File: config.mk
export PLATFORM = sky130hd
export DESIGN_NAME = uls_ext_status
export DESIGN_NICKNAME = d
export VERILOG_FILES = /design/src/uls_pkg.sv /design/src/uls_ext_status.sv
export VERILOG_INCLUDE_DIRS = /design/src
export SDC_FILE = /design/constraint.sdc
export NUM_CORES = 1
export LEC_CHECK = 0
export ABC_AREA = 0
export BUFFER_PORTS_ARGS = -buffer_cell sky130_fd_sc_hd__buf_2
export CAP_MARGIN = 10
export CORE_ASPECT_RATIO = 0.75
export CORE_MARGIN = 8
export CORE_UTILIZATION = 45
export DETAILED_ROUTE_END_ITERATION = 7
export GPL_TIMING_DRIVEN = 0
export PLACE_DENSITY = 0.81
export SLEW_MARGIN = 20
export SYNTH_ARGS = -nofsm -noshare
export SYNTH_HDL_FRONTEND = slang
export SYNTH_SLANG_ARGS = --single-unit
export TNS_END_PERCENT = 10
File: constraint.sdc
create_clock -name pclk -period 2.2 [get_ports pclk]
set_input_delay 0.22 -clock pclk [delete_from_list [all_inputs] [get_ports pclk]]
set_output_delay 0.22 -clock pclk [all_outputs]
set_load 0.005 [all_outputs]
File: src/uls_cfg.svh
// Offsets, field positions, reset values and counts for the serial extended status block
// Notes on behaviour
// - With break detection enabled, a received break sets lin_break_flag; writing 1 clears.
// - Active receive edge sets rx_edge_flag; falling normally, rising if inverted; 1 clears.
// - rx_invert flips the receive pin before every receive function, break and idle too.
// - In standby, an idle character sets the idle flag only when wake_idle_flag_select is 1.
// - Sent break is 10 or 11 bit times, or 13 or 14 with long_break_tx.
// - Framing error detection does not depend on long_break_tx.
// - While break detection is enabled, framing and receive-full flags cannot set.
// - Received break threshold is 10 or 11 bits, 11 or 12 with detection enabled.
// - Receiver active sets at a start bit, clears at idle line, and is read-only.
// - In 9-bit mode the ninth received bit is kept in rx_ninth_bit.
// - A data buffer write sends the 9-bit word including tx_ninth_bit in 9-bit mode; in 8-bit mode bit 8 is sent as 0.
// - Single-wire mode: serial_out_pin is input when direction is 0, output when 1.
// - tx_invert flips everything driven on serial_out_pin, idle level included.
// - Overrun flag with overrun_irq_enable requests an interrupt.
// - Noise flag with noise_irq_enable requests an interrupt.
// - Framing flag with framing_irq_enable requests an interrupt.
// - Parity flag with parity_irq_enable requests an interrupt.
// - Frame is 10 bits in 8-bit mode and 11 bits in 9-bit mode.
`ifndef ULS_CFG_SVH
`define ULS_CFG_SVH

// ----------------------------------------------------------------
// Register offsets (byte addresses)
// ----------------------------------------------------------------
`define ULS_OFF_LIN_EDGE 12'h000
`define ULS_OFF_NINTH_IRQ 12'h004

// ----------------------------------------------------------------
// Field positions
// ----------------------------------------------------------------
`define ULS_B_LBK_FLAG 7
`define ULS_B_EDGE_FLAG 6
`define ULS_B_RX_INV 4
`define ULS_B_WAKE_SEL 3
`define ULS_B_LONG_BRK 2
`define ULS_B_LBK_EN 1
`define ULS_B_RX_ACT 0
`define ULS_B_RX_NINTH 7
`define ULS_B_TX_NINTH 6
`define ULS_B_PIN_DIR 5
`define ULS_B_TX_INV 4
`define ULS_B_OR_IE 3
`define ULS_B_NF_IE 2
`define ULS_B_FE_IE 1
`define ULS_B_PF_IE 0

// ----------------------------------------------------------------
// Reset values
// ----------------------------------------------------------------
`define ULS_RST_BYTE 8'h00

// ----------------------------------------------------------------
// Bit-time counts
// ----------------------------------------------------------------
`define ULS_FRAME_8 4'ha
`define ULS_FRAME_9 4'hb
`define ULS_BRK_LONG_ADD 4'h3
`define ULS_LBK_ADD 4'h1

`endif

File: src/uls_pkg.sv
// Types shared by the serial extended status block
package uls_pkg;

  // Receiver monitor states
  typedef enum logic [0:0] {
    ULS_RX_IDLE,
    ULS_RX_ACTIVE
  } uls_rx_state_t;

  // Character handed over by the receive shifter
  typedef struct packed {
    logic done;
    logic stop_fault;
    logic [8:0] data;
  } uls_rx_char_t;

  // Status flags of the first status register
  typedef struct packed {
    logic overrun;
    logic noise;
    logic framing;
    logic parity;
  } uls_err_flags_t;

  // Word and break length sent to the transmit shifter
  typedef struct packed {
    logic load;
    logic [8:0] word;
    logic [3:0] break_bits;
  } uls_tx_load_t;

endpackage

File: src/uls_ext_status.sv
// Extended status, control and pin logic of the serial port, with APB register access
`timescale 1ns/100ps
`include "uls_cfg.svh"

module uls_ext_status (
  input wire logic pclk, // Bus clock, 250 MHz
  input wire logic presetn, // Async reset, active low
  input wire logic clk_en, // Freezes all state when low
  input wire logic psel, // APB select
  input wire logic penable, // APB access phase
  input wire logic pwrite, // APB direction
  input wire logic [11:0] paddr, // APB byte address
  input wire logic [31:0] pwdata, // APB write data
  output logic [31:0] prdata, // APB read data
  output logic pready, // APB ready
  output logic pslverr, // APB error on unmapped address
  input wire logic baud_tick, // One pulse per bit time
  input wire logic data_9bit, // Data-length control bit
  input wire logic receiver_standby, // Receiver in wakeup standby
  input wire logic loopback_select, // Loop mode select
  input wire logic receiver_source_select, // Single-wire source select
  input wire logic serial_in_pin, // Receive pin level
  output logic rx_line, // Receive level after inversion
  input wire uls_pkg::uls_rx_char_t rx_char, // Character from receive shifter
  output logic rx_full_set, // Pulse to set receive-full flag
  output logic framing_set, // Pulse to set framing flag
  output logic idle_set, // Pulse to set idle flag
  output logic break_detect, // Pulse on received break
  output logic [3:0] frame_bits, // Bits per frame
  input wire uls_pkg::uls_err_flags_t err_flags, // Status flags from status register
  output logic irq_req, // Error interrupt request
  input wire logic data_write, // Pulse: data buffer written
  input wire logic [7:0] data_byte, // Byte written to data buffer
  output uls_pkg::uls_tx_load_t tx_load, // Word to transmit shifter
  input wire logic tx_line, // Raw transmit level from shifter
  output logic serial_out_pin, // Transmit pin level
  output logic serial_out_oe // Transmit pin drive enable
);

  // ----------------------------------------------------------------
  // Register state
  // ----------------------------------------------------------------
  logic lin_break_flag_q, lin_break_flag_d;
  logic rx_edge_flag_q, rx_edge_flag_d;
  logic [3:0] ctl_status_q;
  logic rx_ninth_bit_q;
  logic [6:0] ctl_ninth_q;
  uls_pkg::uls_rx_state_t rx_state_q, rx_state_d;
  logic [3:0] low_cnt_q, low_cnt_d;
  logic [3:0] high_cnt_q, high_cnt_d;
  logic rx_prev_q;
  uls_pkg::uls_tx_load_t tx_load_q;
  logic [31:0] prdata_q;

  // Named control fields
  wire rx_invert = ctl_status_q[`ULS_B_RX_INV - 1];
  wire wake_idle_flag_select = ctl_status_q[`ULS_B_WAKE_SEL - 1];
  wire long_break_tx = ctl_status_q[`ULS_B_LONG_BRK - 1];
  wire lin_break_detect_enable = ctl_status_q[`ULS_B_LBK_EN - 1];
  wire receiver_active_flag = (rx_state_q == uls_pkg::ULS_RX_ACTIVE);
  wire tx_ninth_bit = ctl_ninth_q[`ULS_B_TX_NINTH];
  wire single_wire_pin_direction = ctl_ninth_q[`ULS_B_PIN_DIR];
  wire tx_invert = ctl_ninth_q[`ULS_B_TX_INV];
  wire overrun_irq_enable = ctl_ninth_q[`ULS_B_OR_IE];
  wire noise_irq_enable = ctl_ninth_q[`ULS_B_NF_IE];
  wire framing_irq_enable = ctl_ninth_q[`ULS_B_FE_IE];
  wire parity_irq_enable = ctl_ninth_q[`ULS_B_PF_IE];

  // ----------------------------------------------------------------
  // APB decode
  // ----------------------------------------------------------------
  // Offset match, shared by read and write paths
  function automatic logic at_off(input logic [11:0] a, input logic [11:0] off);
    at_off = (a == off);
  endfunction

  wire hit_lin_edge = at_off(paddr, `ULS_OFF_LIN_EDGE);
  wire hit_ninth = at_off(paddr, `ULS_OFF_NINTH_IRQ);
  wire mapped = hit_lin_edge || hit_ninth;
  // Frozen clock enable stalls the bus so no write is lost
  wire acc = psel && penable && clk_en;
  wire wr_lin_edge = acc && pwrite && hit_lin_edge;
  wire wr_ninth = acc && pwrite && hit_ninth;

  assign pready = clk_en;
  assign pslverr = psel && penable && !mapped;

  // Read view, bits above the byte read as zero
  wire [7:0] rd_lin_edge = {lin_break_flag_q, rx_edge_flag_q, 1'b0, ctl_status_q,
                            receiver_active_flag};
  wire [7:0] rd_ninth = {rx_ninth_bit_q, ctl_ninth_q};
  logic [7:0] rd_byte;
  always_comb begin
    if (hit_lin_edge) begin
      rd_byte = rd_lin_edge;
    end else if (hit_ninth) begin
      rd_byte = rd_ninth;
    end else begin
      rd_byte = `ULS_RST_BYTE;
    end
  end

  // Read data captured at the setup cycle, valid through the access
  always_ff @(posedge pclk or negedge presetn) begin
    if (!presetn) begin
      prdata_q <= 32'h0000_0000;
    end else if (clk_en && psel && !penable && !pwrite) begin
      prdata_q <= {24'h00_0000, rd_byte};
    end
  end
  assign prdata = prdata_q;

  // ----------------------------------------------------------------
  // Receive line and edge detection
  // ----------------------------------------------------------------
  // Inversion ahead of all receive logic
  assign rx_line = serial_in_pin ^ rx_invert;
  // Falling edge of the corrected line is the active pin edge
  wire edge_evt = rx_prev_q && !rx_line;

  always_ff @(posedge pclk or negedge presetn) begin
    if (!presetn) begin
      rx_prev_q <= 1'b1;
    end else if (clk_en) begin
      rx_prev_q <= rx_line;
    end
  end

  // ----------------------------------------------------------------
  // Bit-time counters: break and idle
  // ----------------------------------------------------------------
  assign frame_bits = data_9bit ? `ULS_FRAME_9 : `ULS_FRAME_8;
  // Break threshold is one frame, one bit longer with break detection on
  wire [3:0] brk_thr = frame_bits + (lin_break_detect_enable ? `ULS_LBK_ADD : 4'h0);

  // Counters saturate so a long low or high is reported once
  always_comb begin
    low_cnt_d = low_cnt_q;
    high_cnt_d = high_cnt_q;
    if (baud_tick) begin
      if (!rx_line) begin
        low_cnt_d = (low_cnt_q == 4'hf) ? low_cnt_q : low_cnt_q + 4'h1;
        high_cnt_d = 4'h0;
      end else begin
        high_cnt_d = (high_cnt_q == 4'hf) ? high_cnt_q : high_cnt_q + 4'h1;
        low_cnt_d = 4'h0;
      end
    end
  end

  assign break_detect = baud_tick && !rx_line && (low_cnt_d == brk_thr);
  wire idle_evt = receiver_active_flag && baud_tick && rx_line && (high_cnt_d == frame_bits);

  // ----------------------------------------------------------------
  // Receiver active state machine
  // ----------------------------------------------------------------
  // Active from a start edge until a full frame of idle line
  always_comb begin
    rx_state_d = rx_state_q;
    case (rx_state_q)
      uls_pkg::ULS_RX_IDLE: begin
        if (edge_evt) begin
          rx_state_d = uls_pkg::ULS_RX_ACTIVE;
        end
      end
      uls_pkg::ULS_RX_ACTIVE: begin
        if (idle_evt) begin
          rx_state_d = uls_pkg::ULS_RX_IDLE;
        end
      end
      default: rx_state_d = uls_pkg::ULS_RX_IDLE;
    endcase
  end

  always_ff @(posedge pclk or negedge presetn) begin
    if (!presetn) begin
      rx_state_q <= uls_pkg::ULS_RX_IDLE;
      low_cnt_q <= 4'h0;
      high_cnt_q <= 4'h0;
    end else if (clk_en) begin
      rx_state_q <= rx_state_d;
      low_cnt_q <= low_cnt_d;
      high_cnt_q <= high_cnt_d;
    end
  end

  // Idle flag reported in standby only when selected
  assign idle_set = clk_en && idle_evt && (!receiver_standby || wake_idle_flag_select);

  // ----------------------------------------------------------------
  // Receive character gating
  // ----------------------------------------------------------------
  // Break detection hides every received character; stop fault ignores long_break_tx
  assign rx_full_set = clk_en && rx_char.done && !lin_break_detect_enable;
  assign framing_set = clk_en && rx_char.done && rx_char.stop_fault
                       && !lin_break_detect_enable;

  // ----------------------------------------------------------------
  // Flags with write-one-to-clear; a same-cycle event wins
  // ----------------------------------------------------------------
  always_comb begin
    lin_break_flag_d = lin_break_flag_q;
    rx_edge_flag_d = rx_edge_flag_q;
    if (wr_lin_edge && pwdata[`ULS_B_LBK_FLAG]) begin
      lin_break_flag_d = 1'b0;
    end
    if (wr_lin_edge && pwdata[`ULS_B_EDGE_FLAG]) begin
      rx_edge_flag_d = 1'b0;
    end
    if (break_detect && lin_break_detect_enable) begin
      lin_break_flag_d = 1'b1;
    end
    if (edge_evt) begin
      rx_edge_flag_d = 1'b1;
    end
  end

  // ----------------------------------------------------------------
  // Register updates
  // ----------------------------------------------------------------
  // Receiver active bit is not writable, so only bits 4..1 are stored
  always_ff @(posedge pclk or negedge presetn) begin
    if (!presetn) begin
      lin_break_flag_q <= 1'b0;
      rx_edge_flag_q <= 1'b0;
      ctl_status_q <= 4'h0;
      ctl_ninth_q <= 7'h00;
    end else if (clk_en) begin
      lin_break_flag_q <= lin_break_flag_d;
      rx_edge_flag_q <= rx_edge_flag_d;
      if (wr_lin_edge) begin
        ctl_status_q <= pwdata[`ULS_B_RX_INV:`ULS_B_LBK_EN];
      end
      if (wr_ninth) begin
        ctl_ninth_q <= pwdata[`ULS_B_TX_NINTH:`ULS_B_PF_IE];
      end
    end
  end

  // Ninth received bit follows each character accepted into the buffer in 9-bit mode
  always_ff @(posedge pclk or negedge presetn) begin
    if (!presetn) begin
      rx_ninth_bit_q <= 1'b0;
    end else if (rx_full_set && data_9bit) begin
      rx_ninth_bit_q <= rx_char.data[8];
    end
  end

  // ----------------------------------------------------------------
  // Transmit load and break length
  // ----------------------------------------------------------------
  // Word taken whole on a data write; tx_ninth_bit itself is kept
  wire [3:0] brk_len = frame_bits + (long_break_tx ? `ULS_BRK_LONG_ADD : 4'h0);
  always_ff @(posedge pclk or negedge presetn) begin
    if (!presetn) begin
      tx_load_q <= '0;
    end else if (clk_en) begin
      tx_load_q.load <= data_write;
      tx_load_q.break_bits <= brk_len;
      if (data_write) begin
        tx_load_q.word <= {data_9bit & tx_ninth_bit, data_byte};
      end
    end
  end
  assign tx_load = tx_load_q;

  // ----------------------------------------------------------------
  // Transmit pin and interrupt request
  // ----------------------------------------------------------------
  wire single_wire = loopback_select && receiver_source_select;
  assign serial_out_pin = tx_line ^ tx_invert;
  assign serial_out_oe = !single_wire || single_wire_pin_direction;

  // Level request, held while any enabled flag stands
  assign irq_req = (err_flags.overrun && overrun_irq_enable)
                   || (err_flags.noise && noise_irq_enable)
                   || (err_flags.framing && framing_irq_enable)
                   || (err_flags.parity && parity_irq_enable);

  // ----------------------------------------------------------------
  // Checks
  // ----------------------------------------------------------------
  chk_edge_sets_flag: assert property (@(posedge pclk) disable iff (!presetn)
    clk_en && $fell(rx_line) && !$past(edge_evt) |-> ##1 rx_edge_flag_q || !$past(clk_en))
    else $error("edge flag not set on active edge");

  chk_break_sets_flag: assert property (@(posedge pclk) disable iff (!presetn)
    clk_en && break_detect && lin_break_detect_enable |=> lin_break_flag_q)
    else $error("break flag not set on detected break");

  chk_break_thresh: assert property (@(posedge pclk) disable iff (!presetn)
    break_detect |-> low_cnt_q == brk_thr - 4'h1)
    else $error("break reported at wrong length");

  chk_gate_rx_flags: assert property (@(posedge pclk) disable iff (!presetn)
    lin_break_detect_enable |-> !rx_full_set && !framing_set)
    else $error("receive flags set while break detection on");

  chk_idle_standby: assert property (@(posedge pclk) disable iff (!presetn)
    idle_set && receiver_standby |-> wake_idle_flag_select)
    else $error("idle flag set in standby without select");

  chk_active_clears: assert property (@(posedge pclk) disable iff (!presetn)
    clk_en && idle_evt |=> !receiver_active_flag)
    else $error("receiver active not cleared on idle");

  chk_break_len: assert property (@(posedge pclk) disable iff (!presetn)
    clk_en ##1 clk_en |-> tx_load.break_bits ==
      ($past(data_9bit) ? 4'hb : 4'ha) + ($past(long_break_tx) ? 4'h3 : 4'h0))
    else $error("transmit break length wrong");

  chk_ninth_word: assert property (@(posedge pclk) disable iff (!presetn)
    clk_en && data_write && data_9bit |=> tx_load.load && tx_load.word[8] == $past(tx_ninth_bit))
    else $error("ninth transmit bit not carried");

  chk_pin_dir: assert property (@(posedge pclk) disable iff (!presetn)
    loopback_select && receiver_source_select |-> serial_out_oe == single_wire_pin_direction)
    else $error("single-wire direction wrong");

  chk_irq_overrun: assert property (@(posedge pclk) disable iff (!presetn)
    err_flags.overrun && overrun_irq_enable |-> irq_req)
    else $error("overrun request missing");

  chk_irq_noise: assert property (@(posedge pclk) disable iff (!presetn)
    err_flags.noise && noise_irq_enable |-> irq_req)
    else $error("noise request missing");

  chk_irq_framing: assert property (@(posedge pclk) disable iff (!presetn)
    err_flags.framing && framing_irq_enable |-> irq_req)
    else $error("framing request missing");

  chk_irq_parity: assert property (@(posedge pclk) disable iff (!presetn)
    err_flags.parity && parity_irq_enable |-> irq_req)
    else $error("parity request missing");

  // Request must drop once no enabled flag stands
  chk_irq_quiet: assert property (@(posedge pclk) disable iff (!presetn)
    !(|(err_flags & ctl_ninth_q[3:0])) |-> !irq_req)
    else $error("request without enabled flag");

  chk_ninth_rx: assert property (@(posedge pclk) disable iff (!presetn)
    rx_full_set && data_9bit |=> rx_ninth_bit_q == $past(rx_char.data[8]))
    else $error("ninth receive bit not kept");

endmodule

==> flow_summary.ini, run 1 <==
[power_and_ir_drop]
power_uw = 1955
leakage_uw = 0.001744
vdd_drop_max_mv = 0.3981
powerDensity_nw_per_um2 = 580.2

[global_route]
grt_max_degree = 47
grt_pass1_vias = 2293
overflow = 0
track_usage = 0.1642
grt_pass1_wl_mm = 10.78
antenna_found_initial = 0

[routing]
avgRoutedWirePerCell_um = 15.42
dr.pass1.iters = 4
num_vias = 2158
drt.antenna.violating_nets = 0
routed_via_density = 4.860
drt-initial-drc-count = 112
totalWireLength_mm = 6.848
drc = 0

[floorplan]
io_pins = 141
rows = 23
die_x_um = 102.5
design.core.area_sq_um = 5381
initial_core_util = 0.4694
dieArea_sq_um = 8292
die_y_um = 80.89

[placed_design]
gp_congestion = 0.8517
dp_hpwl_mm = 5.236
port_buffers = 79

[final_layout]
fillerInstances = 453
layout-drive-gt1-share = 0.4390
syn_to_final_growth_pct = 33.38
diodes = 0
finalNetCount = 454

[worst_setup_path]
rr_startpoint = high_cnt_q[1]
required_ps = 1980
r2r_slack_ps = 480
path_max_fanout = 4
ff2ff_path_depth = 7
arrival_ps = 1920
crit_path_start_kind = flip-flop
path_class = flip-flop to output pin
worst_r2r_endpoint = receiver_active_flag
cp-end-kind = output pin

[clock_tree]
h-tree-depth = 2
cts.sinks = 46
cts_buffer_depth = 2
cts_inserted_buffers = 5
clockRootBuffer = clkbuf_8
clk_latency_ps = 300
clk_pin_slew_ps = 90
cts_tree = built

[sta]
finalMaxSlewViolations = 0
final_hold_viol_count = 0
max_freq_mhz = 466.8
fin_tns_setup_ps = 0
setup_violations = 0
tightest_slew_ps = 763.8
grt_setup_unrepaired = yes
fin_crit_ps = 2142
fin_crit_sh = 0.9738
slew_headroom = 0.4908
skew_ps = 5.588

[synthesis]
avgSynthCellArea_sq_um = 10.27
ys_seq_area_frac = 0.4562
async_reset_ff_frac = 1.000
ys_seq_elements = 46
ys_types = 48
synth_ff_type = dfrtp_1
netlist_area_sq_um = 2526
synth_cells = 246
synth_edf_count = 0
yosysWarnings = 0

[hold_path]
min_to = ctl_status_q[2]
hp-start = pwdata[3]
hold_depth = 3
hold_class = primary input to flip-flop

[run]
maxCapViolCount = 0

[outcome]
status = complete, no violations
==> report_power, final <==
part | total (uW) | switching [uW] | internal, uW
Combinational | 384 | 184 | 200
Sequential | 934 | 35.7 | 898
Clock | 637 | 296 | 341
==> worst max path at each step <==
stage	startpoint	slack (ps)	to	cells past startpoint
floorplan	high_cnt_q[0]	400	idle_set	6
finish	high_cnt_q[1]	60	idle_set	7
global placement	ctl_status_q[3]	110	break_detect	7
global route	high_cnt_q[1]	-70	idle_set	7
CTS	high_cnt_q[0]	9	idle_set	7
detailed placement	ctl_status_q[3]	30	break_detect	7
==> cell usage in the layout, fill, tap and decap left out, types with 5 or more instances in the layout <==
master,synthesis,layout
a21oi_1,8,8
clkbuf_8,0,5
mux2_2,20,20
buf_2,0,78
inv_1,8,8
nand3_1,13,13
nand2_1,26,26
o21ai_0,20,18
clkbuf_1,7,7
buf_4,29,39
mux2i_1,9,9
conb_1,2,27
dfrtp_1,45,42
==> layer usage <==
layer	wire (um)	GRT usage
met4	108	0.05547
met3	789	0.06490
met5	0	0
met2	3128	0.2671
met1	2823	0.1949
==> synthesized netlist by cell type, types with 2 or more instances <==
master | n | share of area
dfrtp_1 | 45 | 0.45
buf_4 | 29 | 0.086
nand2_1 | 26 | 0.039
mux2_2 | 20 | 0.089
o21ai_0 | 20 | 0.040
nand3_1 | 13 | 0.026
mux2i_1 | 9 | 0.036
a21oi_1 | 8 | 0.016
inv_1 | 8 | 0.012
clkbuf_1 | 7 | 0.010
ha_1 | 5 | 0.025
nand2b_1 | 4 | 0.0099
and2_1 | 3 | 0.0074
and3_1 | 3 | 0.0074
nor2_1 | 3 | 0.0045
nor3_1 | 3 | 0.0059
a22oi_1 | 2 | 0.0059
and4b_1 | 2 | 0.0079
conb_1 | 2 | 0.0030
nand3b_1 | 2 | 0.0059
nand4_1 | 2 | 0.0050
nor2b_1 | 2 | 0.0050
o21a_1 | 2 | 0.0059
xor2_1 | 2 | 0.0069
==> state kept, by name (all words and copies together), names as in the netlist <==
signal / flops
rx_ninth_bit_q: 1
prdata: 8
high_cnt_q: 4
receiver_active_flag: 1
ctl_ninth_q: 7
ctl_status_q: 4
tx_load: 14
rx_prev_q: 1
lin_break_flag_q: 1
rx_edge_flag_q: 1
low_cnt_q: 4
==> repair_timing <==
item,CTS,global route
pin swaps,4,5
buffers inserted,8,2
hold endpoints to repair,0,45
setup endpoints to repair,2,2
resized for setup,8,7
hold buffers,0,1
==> area by class of cell <==
cell class                 count  area (sq um)  share of cell area
timing repair buffer          90         486.7              0.1444
multi-input combinational    179          1239              0.3676
clock buffer                   5         68.82             0.02042
tap                           75         93.84             0.02785
sequential                    46          1156              0.3431
clock inverter                 3         43.79             0.01300
inverter                       9         33.78             0.01003
buffer                        37         247.7             0.07352
==> cell families (layout without fill, tap and decap cells) <==
group	Yosys count	count (layout)	synth area share
xor gates and xnor gates	4	4	0.02130
DFF	46	46	0.4562
AOI/OAI and AO/OA	42	42	0.1001
other	2	27	0.002973
adders and majority gates	5	5	0.02476
buffers and inverters	46	144	0.1114
and+or+nand+nor	72	72	0.1585
muxes	29	29	0.1248
==> worst max-delay path, cell delays in order, from the launching register on <==
cell,delay (ps)
dfrtp_2,430
ha_4,180
and3_4,190
nor4b_4,280
nor3_1,70
nand4b_1,220
a21oi_1,140
buf_2,120
==> per-stage QoR <==
step | worst slack, ps | cell area, sq um | util | cells | hold WS [ps]
after floorplan | 404.8 | 2620 | - | 271 | -75.59
after global placement | 108.9 | 3109 | 0.5778 | 425 | 436.8
after detailed placement | 27.37 | 3109 | 0.5778 | 425 | 448.0
after CTS | 8.642 | 3302 | 0.6136 | 441 | 117.8
after global routing | -69.02 | 3369 | 0.6261 | 444 | 126.3
final | 57.63 | 3369 | 0.6261 | 444 | 141.3
Power figures use the tool's default switching activity.
==> run 2: changes to the inputs <==
--- a/config.mk
+++ b/config.mk
@@ -7,14 +7,13 @@
 export NUM_CORES = 1
 export LEC_CHECK = 0
 export ABC_AREA = 0
-export BUFFER_PORTS_ARGS = -buffer_cell sky130_fd_sc_hd__buf_2
 export CAP_MARGIN = 10
 export CORE_ASPECT_RATIO = 0.75
 export CORE_MARGIN = 8
 export CORE_UTILIZATION = 45
 export DETAILED_ROUTE_END_ITERATION = 7
+export DONT_BUFFER_PORTS = 1
 export GPL_TIMING_DRIVEN = 0
-export PLACE_DENSITY = 0.81
 export SLEW_MARGIN = 20
 export SYNTH_ARGS = -nofsm -noshare
 export SYNTH_HDL_FRONTEND = slang
==> run 2 against run 1 <==
First-iteration DRC count fell by 30%. Routed wire length is 14% lower. Non-clock buffer count decreased by 79. Clock power barely moved. Maximum frequency rose by 2.3%. Die area unchanged. Worst hold slack lost 98 ps. Cell count decreased by 18%. Final area decreased by 12%. Sequential power grew 1%. Via count shrank 16%. Utilization is 7.2 points lower. Largest cell class unchanged.
==> flow_summary.ini, run 2 (synthesized netlist as in run 1, its figures left out) <==
[global_route]
track_usage = 0.1378
antenna_found_initial = 0
grt_max_degree = 47
grt_pass1_vias = 1818
overflow = 0
grt_pass1_wl_mm = 9.025

[power_and_ir_drop]
seqPwrFrac = 0.507
p_sw_uw = 480.4
power_uw = 1870
combPwrFrac = 0.152
p_int_uw = 1390
sw_frac_of_total = 0.2569
leakage_uw = 0.001415
power_frac_clock = 0.341
powerDensity_nw_per_um2 = 627.2
vdd_drop_max_mv = 0.4535

[floorplan]
die_y_um = 80.89
io_pins = 141
initial_core_util = 0.4694
rows = 23
die_x_um = 102.5
design.core.area_sq_um = 5381
dieArea_sq_um = 8292

[final_layout]
final_common_cell = dfrtp_1
largest_reg_flops = 14
design_area_sq_um = 2982
diodes = 0
layout-drive-gt1-share = 0.2897
final_cell_mix = dfrtp_1 (42), buf_4 (38), conb_1 (27)
finalNetCount = 375
fillerInstances = 470
syn_to_final_growth_pct = 18.03

[sta]
skew_ps = 3.012
final_hold_viol_count = 0
finalMaxSlewViolations = 0
grt_setup_unrepaired = no
fin_crit_sh = 0.9519
fin_crit_ps = 2094
slew_headroom = 0.4842
max_freq_mhz = 477.5
worst_slack_ps = 105.9
setup_violations = 0
hold_ws_ps = 43.18
tightest_slew_ps = 773.7

[worst_setup_path]
ff2ff_path_depth = 7
path_class = flip-flop to output pin
crit_path_start_kind = flip-flop
cp-end-kind = output pin
worst_r2r_endpoint = receiver_active_flag
r2r_slack_ps = 410
path_max_fanout = 6
rr_startpoint = high_cnt_q[0]
arrival_ps = 1870
required_ps = 1980

[clock_tree]
h-tree-depth = 2
cts_inserted_buffers = 5
cts_buffer_depth = 2
clockRootBuffer = clkbuf_8
clk_latency_ps = 290
cts_tree = built
clk_pin_slew_ps = 90
cts.sinks = 46

[routing]
totalWireLength_mm = 5.893
routed_via_density = 4.989
dr.pass1.iters = 4
drt-initial-drc-count = 78
drt.antenna.violating_nets = 0
avgRoutedWirePerCell_um = 16.15
num_vias = 1821
drc = 0

[run]
maxCapViolCount = 0

[outcome]
status = complete, no violations

[placed_design]
dpl_worst_slack_ps = 155.4
place_area_sq_um = 2714
port_buffers = 0
gp_congestion = 0.7531
dp_hpwl_mm = 4.500

[hold_path]
hold_depth = 2
hold_class = primary input to flip-flop
min_to = ctl_status_q[2]
hp-start = pwdata[3]
run 2: area by class of cell:
class	instances	area [sq um]	share of cell area
multi-input combinational	179	1232	0.4133
sequential	46	1156	0.3877
timing repair buffer	11	105.1	0.03525
clock buffer	5	68.82	0.02308
inverter	9	33.78	0.01133
buffer	37	247.7	0.08309
clock inverter	3	43.79	0.01469
tap	75	93.84	0.03147
run 2: worst max-delay path by stage:
stage / start / end / slack (ps) / cells past startpoint
after detailed placement: ctl_status_q[3] / break_detect / 160 / 6
after global placement: ctl_status_q[3] / break_detect / 120 / 6
after floorplan: high_cnt_q[0] / idle_set / 400 / 6
after CTS: high_cnt_q[0] / idle_set / -60 / 6
final: high_cnt_q[0] / idle_set / 110 / 6
after global routing: high_cnt_q[0] / idle_set / 7 / 6
run 2: worst max-delay path: stages, from the launching register on:
cell and delay (ps):
dfrtp_2 450, ha_4 190, and3_4 190, nor4b_2 300, nor3_1 80, nand4b_1 220, a21oi_2 160
run 2: metal layers:
metal | track usage | vias to the layer above | share of wire
li1 | - | 890 | -
met3 | 0.07003 | 5 | 0.15
met5 | 0 | - | 0
met4 | 0.03358 | 0 | 0.0083
met1 | 0.1725 | 836 | 0.41
met2 | 0.2070 | 90 | 0.43
run 2: what timing repair did:
action / CTS / global route
endpoints found under the hold margin: 46 / 0
endpoints found under the setup margin: 2 / 2
pin swaps: 1 / 2
buffers inserted: 3 / 6
hold buffers: 2 / 0
gates resized for setup: 4 / 9
run 2: power groups by stage:
stage	registers (uW)	clock network, uW	logic (uW)
after floorplan	953	0	183
after global placement	970	0	204
after detailed placement	968	0	208
after CTS	953	660	240
after global routing	957	696	318
final	948	637	284
run 2: per-stage QoR:
stage | setup TNS (ps) | cells | utilization
final | 0 | 365 | 0.5541
after global routing | 0 | 365 | 0.5541
after CTS | -60.04 | 359 | 0.5394
after detailed placement | 0 | 346 | 0.5043
after global placement | 0 | 346 | 0.5043
after floorplan | 0 | 271 | -
==> run 3: changes to the inputs <==
--- a/config.mk
+++ b/config.mk
@@ -10,7 +10,7 @@
 export CAP_MARGIN = 10
 export CORE_ASPECT_RATIO = 0.75
 export CORE_MARGIN = 8
-export CORE_UTILIZATION = 45
+export CORE_UTILIZATION = 50
 export DETAILED_ROUTE_END_ITERATION = 7
 export DONT_BUFFER_PORTS = 1
 export GPL_TIMING_DRIVEN = 0
==> run 3 against run 2 <==
Total power down 4.4%. Combinational power up 6%. Utilization up 5.5 points. Via count up 0.77%. Critical path depth unchanged. Non-clock buffer count up 1. Routed wire length up 0.17%. First-iteration DRC count up 6.4%. Cell count down 3.8%. Largest power group unchanged.
==> flow_summary.ini, run 3 (synthesized netlist as in run 1, its figures left out) <==
[worst_setup_path]
path_class = flip-flop to output pin
cp-end-kind = output pin
setup.worst_path.start = high_cnt_q[0]
critical_path_buf_inv_count = 0
arrival_ps = 1910
required_ps = 1980
crit_chain = ha_4, and3_4, nor4b_4, nor3_1, nand4b_1, a21oi_2
path_max_fanout = 6
worst_path_max_delay_cell = dfrtp_2
rr_startpoint = high_cnt_q[0]
ff2ff_path_depth = 7
crit_path_start_kind = flip-flop
worst_r2r_endpoint = receiver_active_flag
cp_slowest_stage_delay_ps = 460
r2r_slack_ps = 390
critical-path-top-delay-family = simple AND/OR/NAND/NOR gates

[final_layout]
syn_to_final_growth_pct = 17.38
finalNetCount = 376
final_cell_mix = dfrtp_1 (41), buf_4 (38), conb_1 (27)
layout-drive-gt1-share = 0.2955
final_common_cell = dfrtp_1
fillerInstances = 419
design_area_sq_um = 2965
largest_reg_flops = 14
diodes = 0

[global_route]
grt_pass1_wl_mm = 9.280
track_usage = 0.1506
antenna_found_initial = 0
grt_max_degree = 47
grt_pass1_vias = 1784
overflow = 0

[clock_tree]
clk_latency_ps = 300
cts_tree = built
clk_pin_slew_ps = 90
clockRootBuffer = clkbuf_8
cts.sinks = 46
cts_buffer_depth = 2
cts_inserted_buffers = 5
h-tree-depth = 2

[floorplan]
io_pins = 141
design.core.area_sq_um = 4872
die_y_um = 77.56
dieArea_sq_um = 7606
initial_core_util = 0.5185
rows = 22
die_x_um = 98.08

[routing]
dr.pass1.iters = 4
drt.antenna.violating_nets = 0
drt-initial-drc-count = 83
avgRoutedWirePerCell_um = 16.82
routed_via_density = 5.228
totalWireLength_mm = 5.903
num_vias = 1835
drc = 0

[sta]
setup_violations = 0
fin_tns_setup_ps = 0
max_freq_mhz = 470.3
fin_crit_ps = 2126
tightest_slew_ps = 715.8
finalMaxSlewViolations = 0
final_hold_viol_count = 0
slew_headroom = 0.5228
fin_crit_sh = 0.9664
skew_ps = 4.784

[power_and_ir_drop]
p_sw_uw = 500.7
vdd_drop_max_mv = 0.4037
power_frac_clock = 0.299
combPwrFrac = 0.168
p_int_uw = 1287
sw_frac_of_total = 0.2801
leakage_uw = 0.001407
seqPwrFrac = 0.533
powerDensity_nw_per_um2 = 602.8

[placed_design]
place_area_sq_um = 2695
dp_hpwl_mm = 4.437
port_buffers = 0
gp_congestion = 0.8354

[run]
maxCapViolCount = 0

[hold_path]
min_to = ctl_status_q[2]
hp-start = pwdata[3]
hold_depth = 2
hold_class = primary input to flip-flop

[outcome]
status = complete, no violations
## run 3: stage by stage
| step | power (uW) | setup WS, ps | cells | utilization | hold slack [ps] |
|---|---|---|---|---|---|
| finish | 1787 | 73.91 | 351 | 0.6086 | 30.07 |
| floorplan | 1135 | 404.8 | 271 | - | -75.59 |
| detailed placement | 1180 | 94.80 | 331 | 0.5532 | -74.51 |
| global route | 1869 | -3.902 | 351 | 0.6086 | 22.33 |
| global placement | 1174 | 83.14 | 331 | 0.5532 | -74.02 |
| CTS | 1747 | -54.07 | 342 | 0.5847 | 26.93 |
## run 3: layout make-up
class                           count  area, sq um  area share
Multi-Input combinational cell    179         1242      0.4190
Sequential cell                    46         1157      0.3903
Buffer                             37        247.7     0.08354
Timing Repair Buffer               12        116.4     0.03924
Tap cell                           60        75.07     0.02532
Clock buffer                        5        68.82     0.02321
Inverter                            9        33.78     0.01139
Clock inverter                      3        23.77    0.008017
## run 3: routing by layer
layer  GRT usage  routed length (um)  vias up
met5           0                   0        -
met4     0.04806                  54        0
met3     0.09269                 871        6
met2      0.2244                2515       93
met1      0.1755                2461      845
li1            -                   -      891
## run 3: worst max path at each step
stage,endpoint,cells after the start
5_1_grt,idle_set,6
4_1_cts,idle_set,6
3_5_place_dp,break_detect,6
2_1_floorplan,idle_set,6
6_report,idle_set,6
3_3_place_gp,break_detect,6
## run 3: power groups by stage
stage / clock [uW] / sequential [uW] / combinational, uW
after floorplan: 0 / 953 / 183
after global placement: 0 / 970 / 204
after detailed placement: 0 / 971 / 209
after CTS: 553 / 956 / 238
after global routing: 578 / 962 / 329
final: 535 / 952 / 300
## run 3: timing repair
item	in CTS	in global routing
hold buffers	2	0
pin swaps	1	2
setup endpoints to repair	2	2
endpoints found under the hold margin	46	0
resized for setup	4	13
setup buffers	1	9
cloned	0	0
